===== src/hdl/cpurs_pkg.sv =====
// Overview of operation
// RULE_01: Flat 64 Kbyte space, I/O, data, program.
// RULE_02: Instruction pointer is a 16-bit register.
// RULE_03: Accumulator 16 bits, byte ops use low.
// RULE_04: Temporary operand 16 bits, byte ops low.
// RULE_05: Index, extra and stack pointers, 16 bits.
// RULE_06: Status word: pointers high, flags low byte.
// RULE_07: Direct addresses 0000-007F are never remapped.
// RULE_08: Direct 0080-00FF remapped by page pointer.
// RULE_09: Half carry from bit 3 to bit 4.
// RULE_10: Interrupt enable gates; reset clears it.
// RULE_11: Level field gates lower priority requests.
// RULE_12: Negative flag copies result MSB.
// RULE_13: Zero flag set on zero result.
// RULE_14: Overflow flag on two's complement overflow.
// RULE_15: Carry out of bit 7; shifts load shifted bit.
// RULE_16: Eight byte registers per bank, 32 banks.
// RULE_17: Bank pointer and opcode low bits select.
// RULE_18: Register address is 0100 plus 8*bank+index.
package cpurs_pkg;
  // Bus register byte offsets
  localparam logic [7:0] OFF_IP = 8'h00;
  localparam logic [7:0] OFF_ACC = 8'h04;
  localparam logic [7:0] OFF_TMP = 8'h08;
  localparam logic [7:0] OFF_IX = 8'h0C;
  localparam logic [7:0] OFF_EP = 8'h10;
  localparam logic [7:0] OFF_SP = 8'h14;
  localparam logic [7:0] OFF_PSW = 8'h18;
  localparam logic [7:0] OFF_ALU = 8'h1C;
  localparam logic [7:0] OFF_DIR = 8'h20;
  localparam logic [7:0] OFF_GPR = 8'h24;
  localparam logic [7:0] OFF_IRQ = 8'h28;
  // Reset values
  localparam logic [15:0] WORD_RST = 16'h0000;
  localparam logic [15:0] PSW_RST = 16'h0030;
  localparam logic [2:0] GPR_IDX_RST = 3'h0;
  localparam logic [1:0] IRQ_LVL_RST = 2'h3;
  // Memory space layout
  localparam logic [15:0] IO_TOP = 16'h007F;
  localparam logic [15:0] DIR_TOP = 16'h00FF;
  localparam logic [15:0] PROG_BASE = 16'h8000;
  localparam logic [7:0] GPR_BASE_HI = 8'h01;
  // Response codes
  localparam logic [1:0] RESP_OKAY = 2'h0;
  localparam logic [1:0] RESP_SLVERR = 2'h2;

  typedef enum logic [1:0] {ALU_ADD, ALU_SUB, ALU_SHL, ALU_SHR} cpurs_alu_e;
  typedef enum logic [1:0] {REG_IO, REG_DATA, REG_PROG} cpurs_region_e;

  // Status word layout
  typedef struct packed { // RULE_06
    logic [4:0] rp;
    logic [2:0] dp;
    logic h;
    logic i;
    logic [1:0] il;
    logic n;
    logic z;
    logic v;
    logic c;
  } cpurs_psw_s;

  // Byte result with its flags
  typedef struct packed {
    logic [7:0] res;
    logic h;
    logic n;
    logic z;
    logic v;
    logic c;
  } cpurs_alu_s;
endpackage : cpurs_pkg


===== src/hdl/cpurs_core_regs.sv =====
// The AXI4-Lite register port and the placing of the registers were chosen for this implementation.
`timescale 1ns/1ps
module cpurs_core_regs (
  // Clock and reset
  input wire logic core_clk,
  input wire logic reset_n,
  // AXI4-Lite write address and data
  input wire logic [7:0] s_axi_awaddr,
  input wire logic s_axi_awvalid,
  output logic s_axi_awready,
  input wire logic [31:0] s_axi_wdata,
  input wire logic [3:0] s_axi_wstrb,
  input wire logic s_axi_wvalid,
  output logic s_axi_wready,
  // AXI4-Lite write response
  output logic [1:0] s_axi_bresp,
  output logic s_axi_bvalid,
  input wire logic s_axi_bready,
  // AXI4-Lite read
  input wire logic [7:0] s_axi_araddr,
  input wire logic s_axi_arvalid,
  output logic s_axi_arready,
  output logic [31:0] s_axi_rdata,
  output logic [1:0] s_axi_rresp,
  output logic s_axi_rvalid,
  input wire logic s_axi_rready,
  // Core state
  output logic [15:0] instruction_pointer,
  output cpurs_pkg::cpurs_psw_s program_status_word
);

  // Byte-lane merge of a 16-bit register
  function automatic logic [15:0] merge16(input logic [15:0] old,
      input logic [31:0] d, input logic [3:0] s);
    merge16 = {s[1] ? d[15:8] : old[15:8], s[0] ? d[7:0] : old[7:0]};
  endfunction : merge16

  // Direct address remap through the page pointer
  function automatic logic [15:0] dir_map(input logic [15:0] a,
      input logic [2:0] dp);
    if (a <= cpurs_pkg::IO_TOP || a > cpurs_pkg::DIR_TOP ||
        dp == 3'h0) begin // RULE_07
      dir_map = a;
    end else begin
      dir_map = {5'h00, {1'b0, dp} + 4'h1, a[6:0]}; // RULE_08
    end
  endfunction : dir_map

  // Region of the 64 Kbyte space
  function automatic cpurs_pkg::cpurs_region_e region(input logic [15:0] a);
    if (a <= cpurs_pkg::IO_TOP) begin // RULE_01
      region = cpurs_pkg::REG_IO;
    end else if (a < cpurs_pkg::PROG_BASE) begin
      region = cpurs_pkg::REG_DATA;
    end else begin
      region = cpurs_pkg::REG_PROG;
    end
  endfunction : region

  // Byte arithmetic and shifts with flags
  function automatic cpurs_pkg::cpurs_alu_s alu8(
      input cpurs_pkg::cpurs_alu_e op, input logic [7:0] a,
      input logic [7:0] b, input cpurs_pkg::cpurs_psw_s p);
    cpurs_pkg::cpurs_alu_s r;
    logic [8:0] s;
    logic [4:0] hs;
    r = '0;
    r.h = p.h;
    r.v = p.v;
    r.c = p.c;
    hs = 5'h00;
    case (op)
      cpurs_pkg::ALU_ADD: begin
        s = {1'b0, a} + {1'b0, b};
        hs = {1'b0, a[3:0]} + {1'b0, b[3:0]};
        r.h = hs[4]; // RULE_09
        r.c = s[8]; // RULE_15
        r.v = (a[7] == b[7]) && (s[7] != a[7]); // RULE_14
      end
      cpurs_pkg::ALU_SUB: begin
        s = {1'b0, a} - {1'b0, b};
        hs = {1'b0, a[3:0]} - {1'b0, b[3:0]};
        r.h = hs[4]; // RULE_09
        r.c = s[8]; // RULE_15
        r.v = (a[7] != b[7]) && (s[7] != a[7]); // RULE_14
      end
      cpurs_pkg::ALU_SHL: begin
        s = {a, 1'b0};
        r.c = a[7]; // RULE_15
      end
      default: begin
        s = {2'b00, a[7:1]};
        r.c = a[0]; // RULE_15
      end
    endcase
    r.res = s[7:0];
    r.n = s[7]; // RULE_12
    r.z = (s[7:0] == 8'h00); // RULE_13
    alu8 = r;
  endfunction : alu8

  logic [15:0] ip_q;
  logic [15:0] acc_q;
  logic [15:0] tmp_q;
  logic [15:0] ix_q;
  logic [15:0] ep_q;
  logic [15:0] sp_q;
  cpurs_pkg::cpurs_psw_s psw_q;
  logic [15:0] dir_addr_q;
  logic [2:0] gpr_idx_q;
  logic [1:0] req_lvl_q;
  logic irq_ok_q;
  logic bvalid_q;
  logic [1:0] bresp_q;
  logic rvalid_q;
  logic [31:0] rdata_q;
  logic [1:0] rresp_q;
  logic wr_go;
  logic ar_go;
  logic wr_hit;
  logic alu_go;
  logic [15:0] dir_mapped;
  logic [15:0] gpr_addr;
  logic [31:0] rdata_d;
  logic rd_hit;
  cpurs_pkg::cpurs_alu_s alu_r;

  // Write handshake: address and data taken together
  assign wr_go = s_axi_awvalid && s_axi_wvalid && !bvalid_q;
  assign s_axi_awready = wr_go;
  assign s_axi_wready = wr_go;
  assign ar_go = s_axi_arvalid && !rvalid_q;
  assign s_axi_arready = !rvalid_q;
  assign alu_go = wr_go && s_axi_awaddr == cpurs_pkg::OFF_ALU &&
                  s_axi_wstrb[0];
  assign alu_r = alu8(cpurs_pkg::cpurs_alu_e'(s_axi_wdata[1:0]),
                      acc_q[7:0], tmp_q[7:0], psw_q); // RULE_04

  // Remap and register bank address
  assign dir_mapped = dir_map(dir_addr_q, psw_q.dp);
  assign gpr_addr = {cpurs_pkg::GPR_BASE_HI, psw_q.rp,
                     gpr_idx_q}; // RULE_18 RULE_17 RULE_16

  // Address decode for writes
  always_comb begin
    case (s_axi_awaddr)
      cpurs_pkg::OFF_IP, cpurs_pkg::OFF_ACC, cpurs_pkg::OFF_TMP,
      cpurs_pkg::OFF_IX, cpurs_pkg::OFF_EP, cpurs_pkg::OFF_SP,
      cpurs_pkg::OFF_PSW, cpurs_pkg::OFF_ALU, cpurs_pkg::OFF_DIR,
      cpurs_pkg::OFF_GPR, cpurs_pkg::OFF_IRQ: wr_hit = 1'b1;
      default: wr_hit = 1'b0;
    endcase
  end

  // Instruction pointer
  always_ff @(posedge core_clk or negedge reset_n) begin
    if (!reset_n) begin
      ip_q <= cpurs_pkg::WORD_RST;
    end else if (wr_go && s_axi_awaddr == cpurs_pkg::OFF_IP) begin
      ip_q <= merge16(ip_q, s_axi_wdata, s_axi_wstrb); // RULE_02
    end
  end

  // Accumulator, low byte takes byte results
  always_ff @(posedge core_clk or negedge reset_n) begin
    if (!reset_n) begin
      acc_q <= cpurs_pkg::WORD_RST;
    end else if (alu_go) begin
      acc_q[7:0] <= alu_r.res; // RULE_03
    end else if (wr_go && s_axi_awaddr == cpurs_pkg::OFF_ACC) begin
      acc_q <= merge16(acc_q, s_axi_wdata, s_axi_wstrb);
    end
  end

  // Temporary operand
  always_ff @(posedge core_clk or negedge reset_n) begin
    if (!reset_n) begin
      tmp_q <= cpurs_pkg::WORD_RST;
    end else if (wr_go && s_axi_awaddr == cpurs_pkg::OFF_TMP) begin
      tmp_q <= merge16(tmp_q, s_axi_wdata, s_axi_wstrb); // RULE_04
    end
  end

  // Index, extra and stack pointers
  always_ff @(posedge core_clk or negedge reset_n) begin
    if (!reset_n) begin
      ix_q <= cpurs_pkg::WORD_RST;
      ep_q <= cpurs_pkg::WORD_RST;
      sp_q <= cpurs_pkg::WORD_RST;
    end else if (wr_go) begin
      if (s_axi_awaddr == cpurs_pkg::OFF_IX) begin
        ix_q <= merge16(ix_q, s_axi_wdata, s_axi_wstrb); // RULE_05
      end
      if (s_axi_awaddr == cpurs_pkg::OFF_EP) begin
        ep_q <= merge16(ep_q, s_axi_wdata, s_axi_wstrb); // RULE_05
      end
      if (s_axi_awaddr == cpurs_pkg::OFF_SP) begin
        sp_q <= merge16(sp_q, s_axi_wdata, s_axi_wstrb); // RULE_05
      end
    end
  end

  // Status word: direct writes and flag updates
  always_ff @(posedge core_clk or negedge reset_n) begin
    if (!reset_n) begin
      psw_q <= cpurs_pkg::PSW_RST; // RULE_10
    end else if (alu_go) begin
      psw_q.h <= alu_r.h; // RULE_09
      psw_q.n <= alu_r.n; // RULE_12
      psw_q.z <= alu_r.z; // RULE_13
      psw_q.v <= alu_r.v; // RULE_14
      psw_q.c <= alu_r.c; // RULE_15
    end else if (wr_go && s_axi_awaddr == cpurs_pkg::OFF_PSW) begin
      psw_q <= merge16(psw_q, s_axi_wdata, s_axi_wstrb); // RULE_06
    end
  end

  // Direct address, register index and request level
  always_ff @(posedge core_clk or negedge reset_n) begin
    if (!reset_n) begin
      dir_addr_q <= cpurs_pkg::WORD_RST;
      gpr_idx_q <= cpurs_pkg::GPR_IDX_RST;
      req_lvl_q <= cpurs_pkg::IRQ_LVL_RST;
    end else if (wr_go) begin
      if (s_axi_awaddr == cpurs_pkg::OFF_DIR) begin
        dir_addr_q <= merge16(dir_addr_q, s_axi_wdata, s_axi_wstrb);
      end
      if (s_axi_awaddr == cpurs_pkg::OFF_GPR && s_axi_wstrb[0]) begin
        gpr_idx_q <= s_axi_wdata[2:0]; // RULE_17
      end
      if (s_axi_awaddr == cpurs_pkg::OFF_IRQ && s_axi_wstrb[0]) begin
        req_lvl_q <= s_axi_wdata[1:0];
      end
    end
  end

  // Interrupt acceptance by enable and level
  always_ff @(posedge core_clk or negedge reset_n) begin
    if (!reset_n) begin
      irq_ok_q <= 1'b0;
    end else begin
      irq_ok_q <= psw_q.i && (req_lvl_q < psw_q.il); // RULE_10 RULE_11
    end
  end

  // Write response
  always_ff @(posedge core_clk or negedge reset_n) begin
    if (!reset_n) begin
      bvalid_q <= 1'b0;
      bresp_q <= cpurs_pkg::RESP_OKAY;
    end else if (wr_go) begin
      bvalid_q <= 1'b1;
      bresp_q <= wr_hit ? cpurs_pkg::RESP_OKAY : cpurs_pkg::RESP_SLVERR;
    end else if (s_axi_bready) begin
      bvalid_q <= 1'b0;
    end
  end

  // Read data select
  always_comb begin
    rd_hit = 1'b1;
    rdata_d = 32'h0000_0000;
    case (s_axi_araddr)
      cpurs_pkg::OFF_IP: rdata_d[15:0] = ip_q;
      cpurs_pkg::OFF_ACC: rdata_d[15:0] = acc_q;
      cpurs_pkg::OFF_TMP: rdata_d[15:0] = tmp_q;
      cpurs_pkg::OFF_IX: rdata_d[15:0] = ix_q;
      cpurs_pkg::OFF_EP: rdata_d[15:0] = ep_q;
      cpurs_pkg::OFF_SP: rdata_d[15:0] = sp_q;
      cpurs_pkg::OFF_PSW: rdata_d[15:0] = psw_q;
      cpurs_pkg::OFF_ALU: rdata_d[15:0] = acc_q;
      cpurs_pkg::OFF_DIR: rdata_d[17:0] = {region(dir_mapped), dir_mapped};
      cpurs_pkg::OFF_GPR: rdata_d[15:0] = gpr_addr;
      cpurs_pkg::OFF_IRQ: rdata_d[2:0] = {irq_ok_q, req_lvl_q};
      default: rd_hit = 1'b0;
    endcase
  end

  // Read response
  always_ff @(posedge core_clk or negedge reset_n) begin
    if (!reset_n) begin
      rvalid_q <= 1'b0;
      rdata_q <= 32'h0000_0000;
      rresp_q <= cpurs_pkg::RESP_OKAY;
    end else if (ar_go) begin
      rvalid_q <= 1'b1;
      rdata_q <= rdata_d;
      rresp_q <= rd_hit ? cpurs_pkg::RESP_OKAY : cpurs_pkg::RESP_SLVERR;
    end else if (s_axi_rready) begin
      rvalid_q <= 1'b0;
    end
  end

  // Outputs
  assign s_axi_bvalid = bvalid_q;
  assign s_axi_bresp = bresp_q;
  assign s_axi_rvalid = rvalid_q;
  assign s_axi_rdata = rdata_q;
  assign s_axi_rresp = rresp_q;
  assign instruction_pointer = ip_q;
  assign program_status_word = psw_q;
endmodule : cpurs_core_regs


===== config.mk =====
export PLATFORM = sky130hd
export DESIGN_NAME = cpurs_core_regs
export DESIGN_NICKNAME = d
export VERILOG_FILES = /design/src/hdl/cpurs_pkg.sv /design/src/hdl/cpurs_core_regs.sv
export SDC_FILE = /design/constraint.sdc
export NUM_CORES = 1
export LEC_CHECK = 0
export BUFFER_PORTS_ARGS = -buffer_cell sky130_fd_sc_hd__clkbuf_2
export CAP_MARGIN = 20
export CORE_ASPECT_RATIO = 0.5
export CORE_UTILIZATION = 60
export DETAILED_ROUTE_END_ITERATION = 8
export PLACE_DENSITY = 0.82
export SETUP_SLACK_MARGIN = 0.02
export SYNTH_ARGS = -nofsm -noshare
export SYNTH_HDL_FRONTEND = slang
export SYNTH_SLANG_ARGS = --single-unit

===== constraint.sdc =====
create_clock -name core_clk -period 3.6 [get_ports core_clk]
set_input_delay 0.72 -clock core_clk [delete_from_list [all_inputs] [get_ports core_clk]]
set_output_delay 0.72 -clock core_clk [all_outputs]
set_load 0.02 [all_outputs]

==> flow_metrics.env <==
export IMPL_status="complete, no violations"
export IMPL_placed_cells=1103
export IMPL_synth_flop_cell="dfrtp_1"
export IMPL_cp_data_arrival_time_ns=3.13
export IMPL_synth_seq_cells=156
export IMPL_cp_slowest_cell="a2111oi_0"
export IMPL_drv_slew=0
export IMPL_power_leakage_uw=0.00472
export IMPL_hold_viol=0
export IMPL_floorplan_die_area_mm2=0.0148
export IMPL_core_area_mm2=0.0138
export IMPL_grt_usage_pct=35.6
export IMPL_drtIter0Drc=805
export IMPL_cts_made_buffers=17
export IMPL_vias=7322
export IMPL_yosys_area_top_type_share_pct=44.3
export IMPL_layout_common_cells="dfrtp_1 (152), mux2_2 (105), nand2_1 (104)"
export IMPL_path_class="register to register"
export IMPL_ys_seq_area_share_pct=45.5
export IMPL_netlist_area_mm2=0.00859
export IMPL_synth_area_leaders="dfrtp_1 (44%), mux2_2 (14%), o21ai_0 (4.8%)"
export IMPL_cts_sinks=156
export IMPL_cp_top_family="compound AO/OA/AOI/OAI gates"
export IMPL_viasPerCell=6.45
export IMPL_ant_nets=0
export IMPL_clockBufferDepth=2
export IMPL_maxCapViolCount=0
export IMPL_synthDistinctLibCells=65
export IMPL_cp_end_kind="register"
export IMPL_hp_class="primary input to async pin"
export IMPL_start_util_pct=62.4
export IMPL_fin_tns_setup_ns=0
export IMPL_irDropWorstVdd_mv=0.364
export IMPL_io_buffers=97
export IMPL_grt_remaining_overflow=0
export IMPL_synth_edff_count=0
export IMPL_dr_pass1_iters=5
export IMPL_fillCellCount=1034
export IMPL_grt_pass1_vias=7077
export IMPL_die_w_um=171
export IMPL_die_y_um=86.6
export IMPL_synthToLayoutAreaGrowth_pct=14.0
export IMPL_ios=132
export IMPL_path_cells="inv_1, ha_1, inv_1, fa_1, a211oi_1, o21bai_1, a21oi_1, o21ai_0, a2111oi_0, a311oi_1, o21ai_0"
export IMPL_critPathMaxFanout=5
export IMPL_power_density_mw_per_mm2=398
export IMPL_slew_headroom_pct=44.7
export IMPL_multi_input_area_mm2=0.00433
export IMPL_required_ns=3.94
export IMPL_drive_above_1_share_pct=28.4
export IMPL_drc=0
export IMPL_root_buffer="clkbuf_16"
export IMPL_async_reset_ff_share_pct=100
export IMPL_critPathBufInv=2
export IMPL_clock_skew_ns=0.0100
export IMPL_rsz0062_at_grt="false"
export IMPL_seqCellArea_mm2=0.00391
export IMPL_finalNonFillerCells=1135
export IMPL_cp_slowest_stage_delay_ns=0.58
export IMPL_synth_top_area_cell="dfrtp_1"
export IMPL_gp_congestion=0.957
export IMPL_cts_repair_resized=0
export IMPL_synthCells=839
export IMPL_avgSynthCellArea_um2=10.2
export IMPL_wl_per_cell_um=22.2
export IMPL_final_nets=1014
export IMPL_setup_viol=0
export IMPL_cts_tree="built"
export IMPL_rows=30
export IMPL_path_clk_slew_ns=0.06
export IMPL_diodes=0
export IMPL_post_dp_hpwl_mm=17.5
export IMPL_post_cts_buffers=0
export IMPL_grt_max_degree=81
export IMPL_htreeDepth=4
export IMPL_fmax_ghz=0.358
export IMPL_grt_pass1_wl_mm=39.3
export IMPL_tightestPinTransition_ns=0.827
export IMPL_routed_wl_mm=25.2
export IMPL_period_needed_ns=2.79
export IMPL_final_common_cell="dfrtp_1"
export IMPL_yosysWarnings=0
export IMPL_antenna_found_initial=1
export IMPL_critPathLaunchType="register"
export IMPL_cts_hold_buf=0
export IMPL_period_share_pct=77.6
export IMPL_clock_latency_ns=0.42
-- sequential cells by signal (all words and copies together) (netlist names) --
| name | count |
|---|---|
| s_axi_bresp | 1 |
| s_axi_rvalid | 1 |
| gpr_idx_q | 3 |
| acc_q | 16 |
| s_axi_bvalid | 1 |
| req_lvl_q | 2 |
| ep_q | 16 |
| s_axi_rresp | 1 |
| instruction_pointer | 16 |
| tmp_q | 16 |
| program_status_word | 16 |
| ix_q | 16 |
| s_axi_rdata | 18 |
| irq_ok_q | 1 |
| dir_addr_q | 16 |
| sp_q | 16 |
-- final cells by class --
cell class                      instances  share of cell area (%)
Multi-Input combinational cell        610                    44.2
Sequential cell                       156                    39.9
Timing Repair Buffer                  114                    6.45
Clock buffer                           21                    4.70
Tap cell                              192                    2.45
Inverter                               31                    1.19
Clock inverter                         11                    1.14
-- metal layers --
layer	vias to the layer above	track usage [%]	share of wire (%)
li1	3209	-	-
met1	3583	48.4	41
met2	461	56.0	46
met3	67	7.08	10
met4	2	15.2	2.7
met5	-	0	0.052
-- Yosys cell counts, types with 5 or more instances --
library cell,n
nand2b_1,5
o21ai_0,83
a21o_1,11
xnor2_1,6
inv_1,30
buf_2,6
o31ai_1,5
nand2_1,104
dfrtp_1,152
buf_4,18
mux2_2,105
ha_1,23
a21oi_1,24
nor2_1,42
a31oi_1,7
o22ai_1,6
a211oi_1,10
mux2i_1,18
a22o_1,9
and3_1,8
a22oi_1,18
nor2b_1,6
clkbuf_1,32
nor3_1,13
xor2_1,5
nand3_1,15
a221oi_1,9
-- metrics by stage --
stage / area (um2) / util [%] / power, uW / hold WS, ns / setup slack (ns)
finish: 9800 / 71.1 / 3900 / 0.334 / 0.805
global route: 9800 / 71.1 / 4020 / 0.392 / 0.671
CTS: 9800 / 71.1 / 3890 / 0.372 / 0.815
detailed placement: 9230 / 67.0 / 2170 / 0.465 / 0.718
global placement: 9230 / 67.0 / 2160 / 0.459 / 0.716
floorplan: 8650 / - / 2030 / 0.424 / 0.960
-- path summary, 6_finish.rpt --
path                                 from                endpoint  slack, ns  cells after the start
setup / recovery                 acc_q[0]  program_status_word[0]       0.81                     11
hold / removal                    reset_n                tmp_q[0]       0.33                      1
setup reg to reg                 acc_q[0]  program_status_word[0]       0.81                     11
hold reg to reg            s_axi_rdata[3]          s_axi_rdata[3]       0.48                      1
max in group asynchronous         reset_n  program_status_word[5]       2.38                      2
min in group core_clk      s_axi_rdata[3]          s_axi_rdata[3]       0.48                      1
-- power by group --
part	internal [uW]	total [uW]	switching, uW
clock network	998	1760	758
registers	1780	1800	25.7
logic	103	341	238
total	2880	3900	1020
-- kinds of logic after synthesis --
group                      after synthesis  share of synthesized area (%)
other                                    1                         0.0436
AOI/OAI and AO/OA                      213                           16.0
DFF                                    156                           45.5
muxes                                  125                           16.4
xor gates and xnor gates                11                           1.12
adders and majority gates               25                           3.81
buffers and inverters                   88                           4.80
and+or+nand+nor                        220                           12.4
(Power assumes the default switching activity.)
